<file path="config.mk">
export PLATFORM = sky130hd
export DESIGN_NAME = asp_serial_port
export DESIGN_NICKNAME = d
export VERILOG_FILES = /design/src/hdl/asp_pkg.sv /design/src/hdl/asp_reload_timer.sv /design/src/hdl/asp_serial_port.sv
export SDC_FILE = /design/constraint.sdc
export NUM_CORES = 1
export LEC_CHECK = 0
export BUFFER_PORTS_ARGS = -buffer_cell sky130_fd_sc_hd__buf_2
export CORE_MARGIN = 4
export CORE_UTILIZATION = 49
export CTS_CLUSTER_DIAMETER = 60
export CTS_CLUSTER_SIZE = 14
export DETAILED_ROUTE_END_ITERATION = 6
export GPL_ROUTABILITY_DRIVEN = 1
export PLACE_DENSITY = 0.69
export SLEW_MARGIN = 20
export SYNTH_ARGS = -nofsm -noshare
export SYNTH_HDL_FRONTEND = slang
export SYNTH_SLANG_ARGS = --single-unit
</file>
<file path="constraint.sdc">
create_clock -name i_core_clk -period 3.9 [get_ports i_core_clk]
set_input_delay 0 -clock i_core_clk [delete_from_list [all_inputs] [get_ports i_core_clk]]
set_output_delay 0 -clock i_core_clk [all_outputs]
set_load 0.03 [all_outputs]
</file>
<file path="src/hdl/asp_pkg.sv">
package asp_pkg;

	// ****************************************
	// Serial control register layout
	// ****************************************
	typedef struct packed {
		logic frame_length_select;    // bit 7
		logic reserved_6;             // bit 6, reads zero
		logic address_filter_enable;  // bit 5
		logic receive_enable_bit;     // bit 4
		logic transmit_ninth_bit;     // bit 3
		logic received_ninth_bit;     // bit 2
		logic transmit_done_flag;     // bit 1
		logic receive_done_flag;      // bit 0
	} asp_ctrl_s;

	localparam asp_ctrl_s CTRL_RESET = 8'h00;

	// ****************************************
	// Baud timer configuration
	// ****************************************
	localparam int TIMER_W = 8;

	typedef struct packed {
		logic               run;
		logic [2:0]         clk_sel;
		logic [TIMER_W-1:0] baud_reload_value;
	} asp_baud_cfg_s;

	localparam logic [2:0] SEL_SYSTEM_CLOCK     = 3'h0;
	localparam logic [2:0] SEL_SYSTEM_CLOCK_D4  = 3'h1;
	localparam logic [2:0] SEL_SYSTEM_CLOCK_D12 = 3'h2;
	localparam logic [2:0] SEL_SYSTEM_CLOCK_D48 = 3'h3;
	localparam logic [2:0] SEL_EXTOSC_D8  = 3'h4;
	localparam logic [2:0] SEL_EXT_INPUT  = 3'h5;

	localparam logic [5:0] PRE_DIV4  = 6'h04;
	localparam logic [5:0] PRE_DIV12 = 6'h0c;
	localparam logic [5:0] PRE_DIV48 = 6'h30;
	localparam logic [2:0] EXT_DIV8  = 3'h7;  // Terminal count of the divide-by-8

	localparam logic [2:0] DATA_BITS_LAST = 3'h7;

endpackage : asp_pkg

</file>
<file path="src/hdl/asp_reload_timer.sv">
`timescale 1ns/1ps
module asp_reload_timer #(
	parameter int WIDTH = 8
) (
	input  wire logic             i_core_clk,
	input  wire logic             i_rst_n,
	input  wire logic             i_tick,
	input  wire logic             i_force,
	input  wire logic [WIDTH-1:0] i_reload,
	output logic                  o_overflow,
	output logic      [WIDTH-1:0] o_count
);

	if (WIDTH < 2) begin : g_bad_width
		$error("asp_reload_timer: WIDTH must be at least 2");
	end

	// Forced reload beats a coincident overflow
	assign o_overflow = i_tick & ~i_force & (o_count == {WIDTH{1'b1}});

	always_ff @(posedge i_core_clk) begin
		if (!i_rst_n) begin
			o_count <= '0;
		end else if (i_force) begin
			o_count <= i_reload;
		end else if (i_tick) begin
			if (o_count == {WIDTH{1'b1}}) begin
				o_count <= i_reload;
			end else begin
				o_count <= o_count + 1'b1;
			end
		end
	end

endmodule : asp_reload_timer

</file>
<file path="src/hdl/asp_serial_port.sv">
`timescale 1ns/1ps
// Summary of operation
// Data write loads transmitter; data read returns receive buffer; transmitter never readable.
// Completed byte is buffered so next reception proceeds before software reads.
// Transmit and receive done flags stay set until software writes them clear.
// Bit timing from 8-bit auto-reload overflows, halved separately for transmit and receive.
// Hidden receive timer runs with baud timer, shares reload, reloads on start.
// Overflow rate is timer clock over 256 minus reload; set for twice baud.
// Timer clock selects system clock, /4, /12, /48, oscillator /8 or input.
// Control bit 7 selects 8-bit or 9-bit frames.
// 8-bit frame: start, eight data bits LSB first, stop; ten bits total.
// Data write starts transmit; done flag sets at start of stop bit.
// Reception only while receive enable, control bit 4, is one.
// 8-bit: store byte, stop bit to ninth field, set done if allowed.
// On overrun buffer keeps first byte; overrunning frame data is lost.
// 9-bit frame: start, eight data, software ninth bit, stop; eleven bits.
// 9-bit: ninth bit to ninth field, stop ignored, filter on ninth bit.
// Interrupt requested when enabled and either done flag is set.
// Address bytes carry ninth bit one; filter bit 5 passes address bytes only.
// Line idles high; start bit low, stop bit high.
// Reset clears control bits and flags and drives transmit idle high.
module asp_serial_port
	import asp_pkg::*;
(
	input  wire logic           i_core_clk,
	input  wire logic           i_rst_n,
	input  wire logic           i_data_wr,
	input  wire logic [7:0]     i_data_wdata,
	input  wire logic           i_ctrl_wr,
	input  wire asp_ctrl_s      i_ctrl_wdata,
	input  wire asp_baud_cfg_s  i_baud_cfg,
	input  wire logic           i_ext_osc_tick,
	input  wire logic           i_baud_timer_ext_input,
	input  wire logic           i_irq_en,
	input  wire logic           i_serial_rx_pin,
	output logic                o_serial_tx_pin,
	output logic [7:0]          o_serial_data_buffer,
	output asp_ctrl_s           o_serial_control_reg,
	output logic                o_irq
);

	// ****************************************
	// Timer clock selection
	// ****************************************
	typedef enum logic [2:0] {TX_IDLE, TX_WAIT, TX_START, TX_DATA, TX_NINTH, TX_STOP} asp_tx_e;
	typedef enum logic [2:0] {RX_IDLE, RX_START, RX_DATA, RX_NINTH, RX_STOP} asp_rx_e;

	asp_ctrl_s  ctrl;
	logic [5:0] pre_cnt;
	logic [2:0] ext_cnt;
	logic       timer_tick;
	logic       tx_ov;
	logic       rx_ov;
	logic [7:0] rx_timer_count;
	logic       tx_half;
	logic       rx_half;
	logic       tx_bit_tick;
	logic       rx_sample;
	logic       start_det;

	assign ctrl = o_serial_control_reg;

	// One shared prescaler; 48 is a multiple of 4 and 12 so all taps stay even
	always_ff @(posedge i_core_clk) begin
		if (!i_rst_n) begin
			pre_cnt <= 6'h00;
		end else if (pre_cnt == PRE_DIV48 - 6'h01) begin
			pre_cnt <= 6'h00;
		end else begin
			pre_cnt <= pre_cnt + 6'h01;
		end
	end

	always_ff @(posedge i_core_clk) begin
		if (!i_rst_n) begin
			ext_cnt <= 3'h0;
		end else if (i_ext_osc_tick) begin
			ext_cnt <= ext_cnt + 3'h1;
		end
	end

	always_comb begin
		case (i_baud_cfg.clk_sel)
			SEL_SYSTEM_CLOCK:     timer_tick = 1'b1;
			SEL_SYSTEM_CLOCK_D4:  timer_tick = (6'(pre_cnt % PRE_DIV4) == PRE_DIV4 - 6'h01);
			SEL_SYSTEM_CLOCK_D12: timer_tick = (6'(pre_cnt % PRE_DIV12) == PRE_DIV12 - 6'h01);
			SEL_SYSTEM_CLOCK_D48: timer_tick = (pre_cnt == PRE_DIV48 - 6'h01);
			SEL_EXTOSC_D8:  timer_tick = i_ext_osc_tick && (ext_cnt == EXT_DIV8);
			SEL_EXT_INPUT:  timer_tick = i_baud_timer_ext_input;
			default:        timer_tick = 1'b0;
		endcase
	end

	// ****************************************
	// Baud timers
	// ****************************************
	// Count up to all ones then reload: period is 256 minus reload ticks
	asp_reload_timer #(.WIDTH(TIMER_W)) u_tx_timer (
		.i_core_clk (i_core_clk),
		.i_rst_n    (i_rst_n),
		.i_tick     (timer_tick & i_baud_cfg.run),
		.i_force    (1'b0),
		.i_reload   (i_baud_cfg.baud_reload_value),
		.o_overflow (tx_ov),
		.o_count    ()
	);

	asp_reload_timer #(.WIDTH(TIMER_W)) u_rx_timer (
		.i_core_clk (i_core_clk),
		.i_rst_n    (i_rst_n),
		.i_tick     (timer_tick & i_baud_cfg.run),
		.i_force    (start_det),
		.i_reload   (i_baud_cfg.baud_reload_value),
		.o_overflow (rx_ov),
		.o_count    (rx_timer_count)
	);

	always_ff @(posedge i_core_clk) begin
		if (!i_rst_n) begin
			tx_half <= 1'b0;
		end else if (tx_ov) begin
			tx_half <= ~tx_half;
		end
	end

	// Restarting the halving at the start edge puts samples at bit centres
	always_ff @(posedge i_core_clk) begin
		if (!i_rst_n) begin
			rx_half <= 1'b0;
		end else if (start_det) begin
			rx_half <= 1'b0;
		end else if (rx_ov) begin
			rx_half <= ~rx_half;
		end
	end

	assign tx_bit_tick = tx_ov & tx_half;
	assign rx_sample   = rx_ov & ~rx_half;

	// ****************************************
	// Transmitter
	// ****************************************
	asp_tx_e    tx_state;
	logic [7:0] tx_shift;
	logic [2:0] tx_cnt;
	logic       tx_mode9;
	logic       tx_ninth;
	logic       tx_done_set;

	assign tx_done_set = tx_bit_tick && ((tx_state == TX_NINTH) ||
		(tx_state == TX_DATA && tx_cnt == DATA_BITS_LAST && !tx_mode9));

	// Writes while a frame is in flight are dropped
	always_ff @(posedge i_core_clk) begin
		if (!i_rst_n) begin
			tx_state        <= TX_IDLE;
			tx_shift        <= 8'h00;
			tx_cnt          <= 3'h0;
			tx_mode9        <= 1'b0;
			tx_ninth        <= 1'b0;
			o_serial_tx_pin <= 1'b1;
		end else begin
			case (tx_state)
				TX_IDLE: begin
					o_serial_tx_pin <= 1'b1;
					if (i_data_wr) begin
						tx_shift <= i_data_wdata;
						tx_mode9 <= ctrl.frame_length_select;
						tx_ninth <= ctrl.transmit_ninth_bit;
						tx_state <= TX_WAIT;
					end
				end
				TX_WAIT: if (tx_bit_tick) begin
					o_serial_tx_pin <= 1'b0;
					tx_state        <= TX_START;
				end
				TX_START: if (tx_bit_tick) begin
					o_serial_tx_pin <= tx_shift[0];
					tx_cnt          <= 3'h0;
					tx_state        <= TX_DATA;
				end
				TX_DATA: if (tx_bit_tick) begin
					if (tx_cnt == DATA_BITS_LAST) begin
						o_serial_tx_pin <= tx_mode9 ? tx_ninth : 1'b1;
						tx_state        <= tx_mode9 ? TX_NINTH : TX_STOP;
					end else begin
						o_serial_tx_pin <= tx_shift[1];
						tx_shift        <= {1'b0, tx_shift[7:1]};
						tx_cnt          <= tx_cnt + 3'h1;
					end
				end
				TX_NINTH: if (tx_bit_tick) begin
					o_serial_tx_pin <= 1'b1;
					tx_state        <= TX_STOP;
				end
				TX_STOP: if (tx_bit_tick) begin
					o_serial_tx_pin <= 1'b1;
					tx_state        <= TX_IDLE;
				end
				default: begin
					o_serial_tx_pin <= 1'b1;
					tx_state        <= TX_IDLE;
				end
			endcase
		end
	end

	// ****************************************
	// Receiver
	// ****************************************
	asp_rx_e    rx_state;
	logic [7:0] rx_shift;
	logic [2:0] rx_cnt;
	logic       rx_mode9;
	logic       rx_ninth;
	logic       rx_prev;
	logic       rx_ninth_val;
	logic       rx_load;

	assign start_det    = (rx_state == RX_IDLE) && ctrl.receive_enable_bit &&
		rx_prev && !i_serial_rx_pin;
	assign rx_ninth_val = rx_mode9 ? rx_ninth : i_serial_rx_pin;
	assign rx_load      = rx_sample && (rx_state == RX_STOP) && !ctrl.receive_done_flag &&
		(!ctrl.address_filter_enable || rx_ninth_val);

	always_ff @(posedge i_core_clk) begin
		if (!i_rst_n) begin
			rx_prev <= 1'b1;
		end else begin
			rx_prev <= i_serial_rx_pin;
		end
	end

	// Separate shifter lets a new frame arrive while the buffer is unread
	always_ff @(posedge i_core_clk) begin
		if (!i_rst_n) begin
			rx_state <= RX_IDLE;
			rx_shift <= 8'h00;
			rx_cnt   <= 3'h0;
			rx_mode9 <= 1'b0;
			rx_ninth <= 1'b0;
		end else begin
			case (rx_state)
				RX_IDLE: if (start_det) begin
					rx_mode9 <= ctrl.frame_length_select;
					rx_state <= RX_START;
				end
				RX_START: if (rx_sample) begin
					// A glitch that is high again at mid-bit is not a start
					rx_state <= i_serial_rx_pin ? RX_IDLE : RX_DATA;
					rx_cnt   <= 3'h0;
				end
				RX_DATA: if (rx_sample) begin
					rx_shift <= {i_serial_rx_pin, rx_shift[7:1]};
					rx_cnt   <= rx_cnt + 3'h1;
					if (rx_cnt == DATA_BITS_LAST) begin
						rx_state <= rx_mode9 ? RX_NINTH : RX_STOP;
					end
				end
				RX_NINTH: if (rx_sample) begin
					rx_ninth <= i_serial_rx_pin;
					rx_state <= RX_STOP;
				end
				RX_STOP: if (rx_sample) begin
					rx_state <= RX_IDLE;
				end
				default: rx_state <= RX_IDLE;
			endcase
		end
	end

	always_ff @(posedge i_core_clk) begin
		if (!i_rst_n) begin
			o_serial_data_buffer <= 8'h00;
		end else if (rx_load) begin
			o_serial_data_buffer <= rx_shift;
		end
	end

	// ****************************************
	// Control register and interrupt
	// ****************************************
	// Hardware sets are applied after the software write so a set wins
	always_ff @(posedge i_core_clk) begin
		if (!i_rst_n) begin
			o_serial_control_reg <= CTRL_RESET;
		end else begin
			if (i_ctrl_wr) begin
				o_serial_control_reg            <= i_ctrl_wdata;
				o_serial_control_reg.reserved_6 <= 1'b0;
			end
			if (tx_done_set) begin
				o_serial_control_reg.transmit_done_flag <= 1'b1;
			end
			if (rx_load) begin
				o_serial_control_reg.receive_done_flag  <= 1'b1;
				o_serial_control_reg.received_ninth_bit <= rx_ninth_val;
			end
		end
	end

	always_ff @(posedge i_core_clk) begin
		if (!i_rst_n) begin
			o_irq <= 1'b0;
		end else begin
			o_irq <= i_irq_en & (ctrl.transmit_done_flag | ctrl.receive_done_flag);
		end
	end

	// ****************************************
	// Checks
	// ****************************************
	a_tx_idle_high: assert property (@(posedge i_core_clk) disable iff (!i_rst_n)
		(tx_state == TX_IDLE || tx_state == TX_STOP) |-> o_serial_tx_pin)
		else $error("transmit line not high while idle or stop");

	a_tx_done_stop: assert property (@(posedge i_core_clk) disable iff (!i_rst_n)
		$rose(tx_state == TX_STOP) |-> ctrl.transmit_done_flag)
		else $error("transmit done not set at stop bit");

	a_write_starts_tx: assert property (@(posedge i_core_clk) disable iff (!i_rst_n)
		(i_data_wr && tx_state == TX_IDLE) |=> (tx_state == TX_WAIT && tx_shift == $past(i_data_wdata)))
		else $error("data write did not start transmit");

	a_flags_sticky: assert property (@(posedge i_core_clk) disable iff (!i_rst_n)
		(ctrl.receive_done_flag && !i_ctrl_wr) |=> ctrl.receive_done_flag)
		else $error("receive done cleared without write");

	a_overrun_keeps: assert property (@(posedge i_core_clk) disable iff (!i_rst_n)
		ctrl.receive_done_flag |=> $stable(o_serial_data_buffer))
		else $error("buffer overwritten while receive done set");

	a_rx_needs_en: assert property (@(posedge i_core_clk) disable iff (!i_rst_n)
		(rx_state == RX_IDLE && !ctrl.receive_enable_bit) |=> rx_state == RX_IDLE)
		else $error("reception started while disabled");

	a_filter_ninth: assert property (@(posedge i_core_clk) disable iff (!i_rst_n)
		(rx_load && ctrl.address_filter_enable) |=> o_serial_control_reg.received_ninth_bit)
		else $error("filtered frame accepted with ninth bit zero");

	a_rx_reload: assert property (@(posedge i_core_clk) disable iff (!i_rst_n)
		start_det |=> (rx_timer_count == $past(i_baud_cfg.baud_reload_value) && !rx_half))
		else $error("receive timer not reloaded on start");

	a_irq_follows: assert property (@(posedge i_core_clk) disable iff (!i_rst_n)
		(i_irq_en && (ctrl.transmit_done_flag || ctrl.receive_done_flag)) |=> o_irq)
		else $error("interrupt not raised for set flag");

	a_reset_idle: assert property (@(posedge i_core_clk)
		!i_rst_n |=> (o_serial_tx_pin && o_serial_control_reg == CTRL_RESET))
		else $error("reset did not clear port");

endmodule : asp_serial_port

</file>
==> run_results.csv, run 1 <==
group,metric,value,unit
outcome,status,"finished clean",
clock_tree,cts_tree,"done",
setup_path,critical_path_arrival,2.99,ns
clock_tree,cts-htree-levels,3,
finish,syn_to_final_growth,16.05,%
finish,stdcell_count,658,
routing,drt_iter0_markers,246,
floorplan,ios,54,
setup_path,cp.required,4.15,ns
clock_tree,clkTransAtPathRegs,0.08,ns
floorplan,design.core.area,8382,µm²
timing,slew-limit-headroom,0.6060,
timing,setup-tns-final,0,ns
power,power_density,359.9,nW/µm²
clock_tree,cts-root-buf,"clkbuf_8",
yosys,syn_area,4288,µm²
routing,viasPerCell,5.985,
timing,setup_viol,0,
grt,grt_pass1_wl,17660,µm
setup_path,reg2reg_depth,7,
yosys,synth_largest_area_cell,"dfxtp_1",
yosys,synth_seq_cells,77,
yosys,synthCells,497,
routing,wl_per_cell,15.88,µm
clock_tree,cts_sinks,77,
yosys,synth_area_per_cell,8.627,µm²
finish,fin_util,0.5937,
finish,fin_nets,597,
yosys,synth_edf_count,0,
timing,rsz0062_at_grt,"no",
grt,track_usage,0.2118,
setup_path,cp_top_family,"simple AND/OR/NAND/NOR gates",
power,irDropWorstVdd,0.0001744,V
setup_path,critPathMaxStageDelay,0.55,ns
grt,grt_max_degree,52,
yosys,synth_seq_area_share,0.3595,
floorplan,die_area,10310,µm²
routing,routed_wl,10450,µm
grt,gr-usage-met3,0.04201,
timing,period_share,0.7022,
finish,drive_gt1_frac,0.1609,
grt,use_met2,0.3400,
clock_tree,clk_latency,0.36,ns
routing,drc,0,
timing,fmax,365.1,MHz
yosys,yosys-top-cells-area,"dfxtp_1 36%, mux2i_1 10%, nand2_1 4.4%",
grt,grt_use_met1,0.2803,
power,leakage,2.101,nW
yosys,ys_types,68,
grt,grt_most_used_layer,"met2",
floorplan,fp.dieH,101.5,µm
setup_path,start_kind,"register",
setup_path,cp_slowest_cell,"or3_1",
clock_tree,cts_buffer_depth,2,
worst_hold_path,hold_path_class,"in2reg",
yosys,synth_flop_cell,"dfxtp_1",
setup_path,worstPathMaxFanout,11,
grt,grt_pass1_vias,3752,
setup_path,crit_buf_inv,1,
timing,tightest_slew,0.5828,ns
clock_tree,numCtsBuffers,9,
finish,num_antenna_cells,0,
floorplan,initial_core_util,0.5116,
routing,dr_total_vias,3938,
timing,maxSlewViolCount,0,
yosys,synth_fp_nets,546,
place,gp_congestion,0.8304,
setup_path,cp_cell_sequence,"ha_1, nand3_2, or3_1, a21oi_4, nand4_1, buf_4, mux2i_1",
yosys,yosys_warnings,0,
setup_path,crit_type,"reg2reg",
floorplan,fp.dieW,101.5,µm
place,place_inst,623,
timing,clock_skew,0.008627,ns
yosys,async_reset_ff_frac,0,
timing,min_period,2.739,ns
finish,nFillCells,766,
worst_hold_path,hold-path-cell-count,4,
clock_tree,cts_setup_buffers,0,
place,hpwl,6870,µm
floorplan,rows,33,
grt,gr-total-overflow,0,
job,drv_cap,0,
power,p_total,1.791,mW
routing,drt-pass1-iter-count,4,
setup_path,endpoint_kind,"register",
routing,ant_nets,0,
place,port_buffers,51,
yosys,synth_top_area_frac,0.3595,
grt,antenna_found_initial,0,
timing,final_hold_viol_count,0,
setup_path,cp_num_cells,7,
==> through the flow <==
| step | hold WS [ns] | instance area [µm²] | setup slack, ns |
|---|---|---|---|
| 6_report | 0.02491 | 4976 | 1.161 |
| 3_3_place_gp | 0.2222 | 4531 | 1.242 |
| 5_1_grt | 0.04183 | 4976 | 0.9677 |
| 3_5_place_dp | 0.2259 | 4531 | 1.166 |
| 2_1_floorplan | 0.1015 | 4288 | 1.858 |
| 4_1_cts | 0.008564 | 4976 | 1.166 |
==> per-layer routing <==
layer / wire (µm) / share of wire
met3: 579 / 0.055
met1: 4778 / 0.46
met4: 191 / 0.018
met5: 0 / 0
met2: 4902 / 0.47
==> worst reg2reg max path, stage by stage, from the launching register on <==
cell	delay [ns]
dfxtp_1	0.41
ha_1	0.21
nand3_2	0.13
or3_1	0.55
a21oi_4	0.34
nand4_1	0.53
buf_4	0.36
mux2i_1	0.12
==> cell usage in the layout (no fill, tap or decap), types with 11 or more instances in the layout <==
cell	Yosys	final
nand3_1	30	30
ha_1	13	13
mux2i_1	43	43
a21oi_1	20	20
o21ai_0	11	11
inv_1	17	17
nand4_1	14	14
buf_2	12	51
clkbuf_8	0	11
nor2_1	40	40
dfxtp_1	77	77
dlygate4sd3_1	0	19
nand2_1	50	50
o2111ai_1	12	12
==> area by class of cell <==
cell class	count	area [µm²]	area share
multi-input combinational	364	2475	0.4974
clock inverter	5	103.9	0.02087
sequential	77	1541	0.3098
inverter	18	67.56	0.01358
tap	105	131.4	0.02640
clock buffer	11	151.4	0.03042
timing repair buffer	78	505.5	0.1016
==> cells by family (layout without fill, tap and decap cells) <==
kind of cell / count (synthesis) / count (layout) / share of synthesized area
adders and majority gates: 13 / 13 / 0.03793
xor gates and xnor gates: 7 / 7 / 0.01430
and+or+nand+nor: 191 / 191 / 0.2267
other: 1 / 1 / 0.0008746
AOI/OAI and AO/OA: 107 / 107 / 0.1894
buffers and inverters: 56 / 112 / 0.06478
DFF: 77 / 77 / 0.3595
muxes: 45 / 45 / 0.1065
==> repair_timing <==
action / in CTS / in global routing
hold endpoints to repair: 24 / 0
gates resized for setup: 0 / 0
hold buffers: 19 / 0
==> synth_stat cells (5+ instances only) <==
master     count
and2_1         6
dfxtp_1       77
mux2i_1       43
inv_1         17
a32oi_1        8
a21oi_1       20
buf_6          6
nand2b_1       6
nand3b_1       5
buf_2         12
o2111ai_1     12
ha_1          13
nand2_1       50
nand4_1       14
nor2_1        40
a31oi_1       10
nor3_1        10
xnor2_1        7
clkbuf_1      17
o21ai_0       11
a211oi_1       5
nand3_1       30
==> power breakdown <==
group	leakage (nW)	internal (mW)	total (mW)	switching, mW
clock network	0.130	0.461	0.773	0.312
logic	1.35	0.0749	0.185	0.110
registers	0.625	0.808	0.832	0.0236
==> worst paths after layout <==
kind                                start                       to  slack [ns]
setup / recovery    u_rx_timer.o_count[0]  o_serial_data_buffer[6]        1.16
hold / removal            i_ctrl_wdata[2]  o_serial_control_reg[2]        0.02
setup reg to reg    u_rx_timer.o_count[0]  o_serial_data_buffer[6]        1.16
hold reg to reg   o_serial_data_buffer[6]  o_serial_data_buffer[6]        0.47
No activity file was read; power rests on OpenSTA's default activity.
==> run 2: changes to the inputs <==
--- a/config.mk
+++ b/config.mk
@@ -12,7 +12,7 @@
 export CTS_CLUSTER_SIZE = 14
 export DETAILED_ROUTE_END_ITERATION = 6
 export GPL_ROUTABILITY_DRIVEN = 1
-export PLACE_DENSITY = 0.69
+export PLACE_DENSITY = 0.72
 export SLEW_MARGIN = 20
 export SYNTH_ARGS = -nofsm -noshare
 export SYNTH_HDL_FRONTEND = slang
==> constraint.sdc (replaced) <==
create_clock -name i_core_clk -period 2.3 [get_ports i_core_clk]
set_input_delay 0 -clock i_core_clk [delete_from_list [all_inputs] [get_ports i_core_clk]]
set_output_delay 0 -clock i_core_clk [all_outputs]
set_load 0.03 [all_outputs]
==> run 2 against run 1 <==
Against the previous run:
- maximum frequency up 26%
- combinational power up 77%
- clock power up 36%
- critical path type unchanged
==> run_results.csv, run 2 (synthesis gave the netlist of run 1 again) <==
group,metric,value,unit
finish,drive_gt1_frac,0.1887,
power,p_total,2.793,mW
grt,grt_pass1_wl,17900,µm
clock_tree,cts-root-buf,"clkbuf_8",
timing,whs,0.03568,ns
place,place_inst,638,
clock_tree,clkTransAtPathRegs,0.10,ns
clock_tree,cts_sinks,77,
grt,grt_pass1_vias,3898,
timing,fmax,459.5,MHz
finish,fin_nets,611,
routing,viasPerCell,5.938,
grt,track_usage,0.2125,
setup_path,cp.required,2.58,ns
routing,drc,0,
setup_path,critical_path_arrival,2.45,ns
grt,grt_most_used_layer,"met2",
clock_tree,cts_tree,"done",
finish,syn_to_final_growth,17.97,%
setup_path,crit_type,"reg2reg",
grt,antenna_found_initial,0,
clock_tree,cts_buffer_depth,2,
timing,final_hold_viol_count,0,
clock_tree,cts-htree-levels,3,
finish,stdcell_count,672,
timing,maxSlewViolCount,0,
power,irDropWorstVdd,0.0005483,V
timing,tightest_slew,0.8134,ns
floorplan,initial_core_util,0.5116,
clock_tree,clk_latency,0.37,ns
grt,gr-usage-met3,0.04890,
routing,routed_wl,10570,µm
finish,final_common_cell,"dfxtp_1",
floorplan,rows,33,
floorplan,fp.dieH,101.5,µm
grt,gr-total-overflow,0,
clock_tree,numCtsBuffers,9,
power,power_density,552.2,nW/µm²
floorplan,fp.dieW,101.5,µm
timing,setup_viol,0,
timing,clock_skew,0.01418,ns
power,leakage,2.159,nW
routing,dr_total_vias,3990,
grt,grt_max_degree,71,
timing,period_share,0.9462,
setup_path,start_kind,"register",
floorplan,die_area,10310,µm²
floorplan,design.core.area,8382,µm²
routing,ant_nets,0,
routing,wl_per_cell,15.73,µm
timing,rsz0062_at_grt,"no",
timing,min_period,2.176,ns
finish,num_antenna_cells,0,
job,drv_cap,0,
place,port_buffers,51,
outcome,status,"finished clean",
setup_path,worstPathMaxFanout,25,
place,gp_congestion,0.8030,
place,hpwl,7243,µm
grt,grt_use_met1,0.2743,
routing,drt-pass1-iter-count,4,
setup_path,endpoint_kind,"register",
floorplan,ios,54,
routing,drt_iter0_markers,172,
grt,use_met2,0.3506,
timing,slew-limit-headroom,0.4501,
timing,setup-tns-final,0,ns
finish,layout_common_cells,"77 x dfxtp_1, 51 x buf_2, 49 x nand2_1",
worst_hold_path,hold_path_class,"in2reg",
clock_tree,cts_setup_buffers,0,
==> run 2: cell count changes in the layout (fill, tap and decap cells not counted), sizes merged <==
cell,delta
clkbuf,-2
clkinvlp,+1
buf,+15
inv,+4
bufinv,-3
dlygate4sd3,-1
==> run 2: path summary, 6_finish.rpt <==
path                              to  slack (ns)  cells after the start               startpoint
min          o_serial_control_reg[7]        0.04                      3                i_ctrl_wr
min reg2reg  o_serial_data_buffer[6]        0.46                      2  o_serial_data_buffer[6]
max reg2reg    u_rx_timer.o_count[6]        0.12                      8               pre_cnt[5]
max            u_rx_timer.o_count[6]        0.12                      8               pre_cnt[5]
==> run 2: worst max-delay path, stage by stage, from the launching register on <==
cell and delay, ns:
dfxtp_1 0.36, inv_1 0.08, ha_1 0.25, nor3b_1 0.18
nor4_2 0.32, and3b_2 0.29, buf_12 0.17, a311o_1 0.31
a31oi_1 0.14
==> run 2: layer usage <==
| layer | wire (µm) | share of wire | up-vias |
|---|---|---|---|
| met5 | 0 | 0 | - |
| met4 | 131 | 0.012 | 0 |
| met3 | 678 | 0.064 | 13 |
| met2 | 5014 | 0.47 | 145 |
| met1 | 4748 | 0.45 | 1867 |
| li1 | - | - | 1965 |
==> run 2: power breakdown <==
group	switching, mW	total (mW)	leakage (nW)	internal (mW)
Clock	0.618	1.05	0.100	0.435
Sequential	0.0409	1.41	0.625	1.37
Combinational	0.192	0.328	1.43	0.136
Total	0.851	2.79	2.16	1.94
==> run 2: metrics by stage <==
step | util | cell area [µm²] | setup slack (ns)
2_1_floorplan | - | 4288 | 0.2583
3_3_place_gp | 0.5555 | 4656 | 0.1814
3_5_place_dp | 0.5555 | 4656 | 0.1091
4_1_cts | 0.6010 | 5037 | 0.1004
5_1_grt | 0.6035 | 5059 | 0.009221
6_report | 0.6035 | 5059 | 0.1236
==> run 2: what timing repair did <==
action	CTS	global route
endpoints found under the hold margin	24	0
hold buffers	18	0
gates resized for setup	0	5
endpoints found under the setup margin	0	23
==> run 2: area by class of cell <==
cell class                 count  area (µm²)
fill                         710        3323
multi-input combinational    364        2496
sequential                    77        1541
timing repair buffer          92       620.6
tap                          105       131.4
clock buffer                   9       123.9
clock inverter                 7       77.57
inverter                      18       67.56
==> run 3: changes to the inputs <==
--- a/config.mk
+++ b/config.mk
@@ -6,13 +6,13 @@
 export NUM_CORES = 1
 export LEC_CHECK = 0
 export BUFFER_PORTS_ARGS = -buffer_cell sky130_fd_sc_hd__buf_2
-export CORE_MARGIN = 4
+export CORE_MARGIN = 5
 export CORE_UTILIZATION = 49
 export CTS_CLUSTER_DIAMETER = 60
 export CTS_CLUSTER_SIZE = 14
 export DETAILED_ROUTE_END_ITERATION = 6
 export GPL_ROUTABILITY_DRIVEN = 1
-export PLACE_DENSITY = 0.72
+export PLACE_DENSITY = 0.68
 export SLEW_MARGIN = 20
 export SYNTH_ARGS = -nofsm -noshare
 export SYNTH_HDL_FRONTEND = slang
==> run 3 against run 2 <==
Against the previous run:
- clock power is 6% higher
- register-to-register slack better by 0.02 ns
- setup slack better by 0.023 ns
- global-route usage fell by 1.1 points
- non-clock buffer count increased by 5
- clock skew shrank 0.0028 ns
- critical path depth increased by 1
- cell count increased by 1.2%
- critical endpoint is now tx_cnt[1]
- routed wire length rose by 3.3%
- final area up 1.1%
- largest power group unchanged
- flip-flop and latch count unchanged
==> run_results.csv, run 3 (synthesis gave the netlist of run 1 again) <==
group,metric,value,unit
clock_tree,clkTransAtPathRegs,0.09,ns
finish,fin_nets,616,
setup_path,worstPathMaxFanout,22,
place,hpwl,7482,µm
timing,rsz0062_at_grt,"no",
timing,period_share,0.9362,
floorplan,design.core.area,8636,µm²
place,place_area,4717,µm²
setup_path,timing.rr.start,"ext_cnt[0]",
finish,nFillCells,751,
setup_path,cp.required,2.60,ns
clock_tree,cts_sinks,77,
setup_path,endpoint_kind,"register",
finish,fin_area,5116,µm²
floorplan,die_area,10720,µm²
finish,syn_to_final_growth,19.32,%
finish,final_common_cell,"dfxtp_1",
setup_path,start_kind,"register",
finish,drive_gt1_frac,0.2028,
setup_path,critPathMaxStageDelay,0.36,ns
power,irDropWorstVdd,0.0003431,V
finish,multi_input_area,2492,µm²
setup_path,cp_slowest_cell,"dfxtp_1",
clock_tree,numCtsBuffers,9,
clock_tree,cts_buffer_depth,2,
floorplan,fp.dieW,103.5,µm
outcome,status,"finished clean",
power,p_total,2.865,mW
timing,tightest_slew,0.6114,ns
floorplan,ios,54,
grt,antenna_found_initial,0,
floorplan,rows,34,
timing,maxSlewViolCount,0,
clock_tree,cts-htree-levels,3,
job,drv_cap,0,
grt,track_usage,0.2015,
routing,dr_total_vias,4031,
timing,final_hold_viol_count,0,
finish,seqCellArea,1543,µm²
routing,drt_iter0_markers,164,
finish,stdcell_count,680,
grt,grt_max_degree,32,
power,power_density,560.0,nW/µm²
place,gp_congestion,0.8679,
setup_path,critPathLaunch,"ext_cnt[0]",
setup_path,crit_type,"reg2reg",
routing,drt-pass1-iter-count,4,
timing,clock_skew,0.01136,ns
routing,drc,0,
finish,layout_common_cells,"76 x dfxtp_1, 51 x buf_2, 50 x nand2_1",
grt,gr-total-overflow,0,
worst_hold_path,hold_path_class,"in2reg",
setup_path,cp_cell_sequence,"ha_1, ha_1, nand2_1, a31oi_1, buf_4, nand3b_1, buf_12, nor3_2, mux2i_1",
floorplan,initial_core_util,0.4965,
timing,min_period,2.153,ns
finish,fin_util,0.5924,
routing,wl_per_cell,16.05,µm
timing,setup_viol,0,
finish,num_antenna_cells,0,
clock_tree,cts_tree,"done",
place,port_buffers,51,
timing,setup-tns-final,0,ns
worst_hold_path,min_from,"i_ctrl_wdata[2]",
setup_path,critical_path_arrival,2.45,ns
place,place_inst,647,
routing,ant_nets,0,
floorplan,fp.dieH,103.5,µm
routing,routed_wl,10920,µm
timing,fmax,464.4,MHz
timing,slew-limit-headroom,0.5881,
grt,grt_pass1_vias,3976,
setup_path,path_common_cell,"ha_1",
clock_tree,clk_latency,0.36,ns
power,leakage,2.176,nW
grt,grt_pass1_wl,18530,µm
clock_tree,cts-root-buf,"clkbuf_8",
routing,viasPerCell,5.928,
## run 3: cell types whose count changed in the layout (fill, tap and decap cells not counted), sizes merged
| cell | before | now |
|---|---|---|
| buf | 74 | 81 |
| bufinv | 0 | 1 |
| clkbuf | 9 | 10 |
| clkinv | 2 | 1 |
| dlygate4sd3 | 18 | 16 |
| inv | 22 | 21 |
## run 3: worst max-delay path, delay by kind of cell (launching register included)
| kind | cells | cell delay, ns |
|---|---|---|
| simple gates | 3 | 0.58 |
| buf+inv | 2 | 0.38 |
| flops | 1 | 0.36 |
| fa+ha+maj | 2 | 0.29 |
| compound gates | 1 | 0.24 |
| mux | 1 | 0.23 |
## run 3: layout make-up
class,count,area share
multi-input cells,364,0.4872
flip-flops and latches,77,0.3015
repair buffers,97,0.1301
clock buffers,10,0.02690
well taps,108,0.02641
clock inverters,6,0.01467
inverters,18,0.01321
## run 3: per-layer routing
metal  up-vias  wire (µm)  share of wire  GRT usage
met1      1936       4931           0.45     0.2663
li1       1970          -              -          -
met5         -          0              0          0
met2       105       5280           0.48     0.3283
met3        20        516          0.047    0.04229
met4         0        188          0.017    0.06373
## run 3: path summary, 6_finish.rpt
check / end / slack, ns / cells past startpoint
setup / recovery: tx_cnt[1] / 0.15 / 9
hold reg to reg: rx_ninth / 0.47 / 2
setup reg to reg: tx_cnt[1] / 0.15 / 9
hold / removal: o_serial_control_reg[2] / 0.02 / 4
## run 3: report_power, final
group | total [mW] | leakage [nW] | switching [mW] | internal (mW)
registers | 1.41 | 0.626 | 0.0393 | 1.37
logic | 0.340 | 1.44 | 0.197 | 0.143
clock network | 1.11 | 0.106 | 0.564 | 0.550
total | 2.87 | 2.18 | 0.801 | 2.06
## run 3: metrics by stage
stage / worst slack [ns] / hold slack [ns]
floorplan: 0.2583 / 0.1015
global placement: 0.09913 / 0.2254
detailed placement: 0.05932 / 0.2345
CTS: 0.01567 / 0.01189
global route: 0.01129 / 0.04771
finish: 0.1468 / 0.01883
## run 3: repair_timing
action                                 in CTS  in global routing
endpoints found under the hold margin      20                  0
gates resized for setup                     0                  6
setup endpoints to repair                   0                 19
buffers inserted                            0                  1
hold buffers                               16                  0
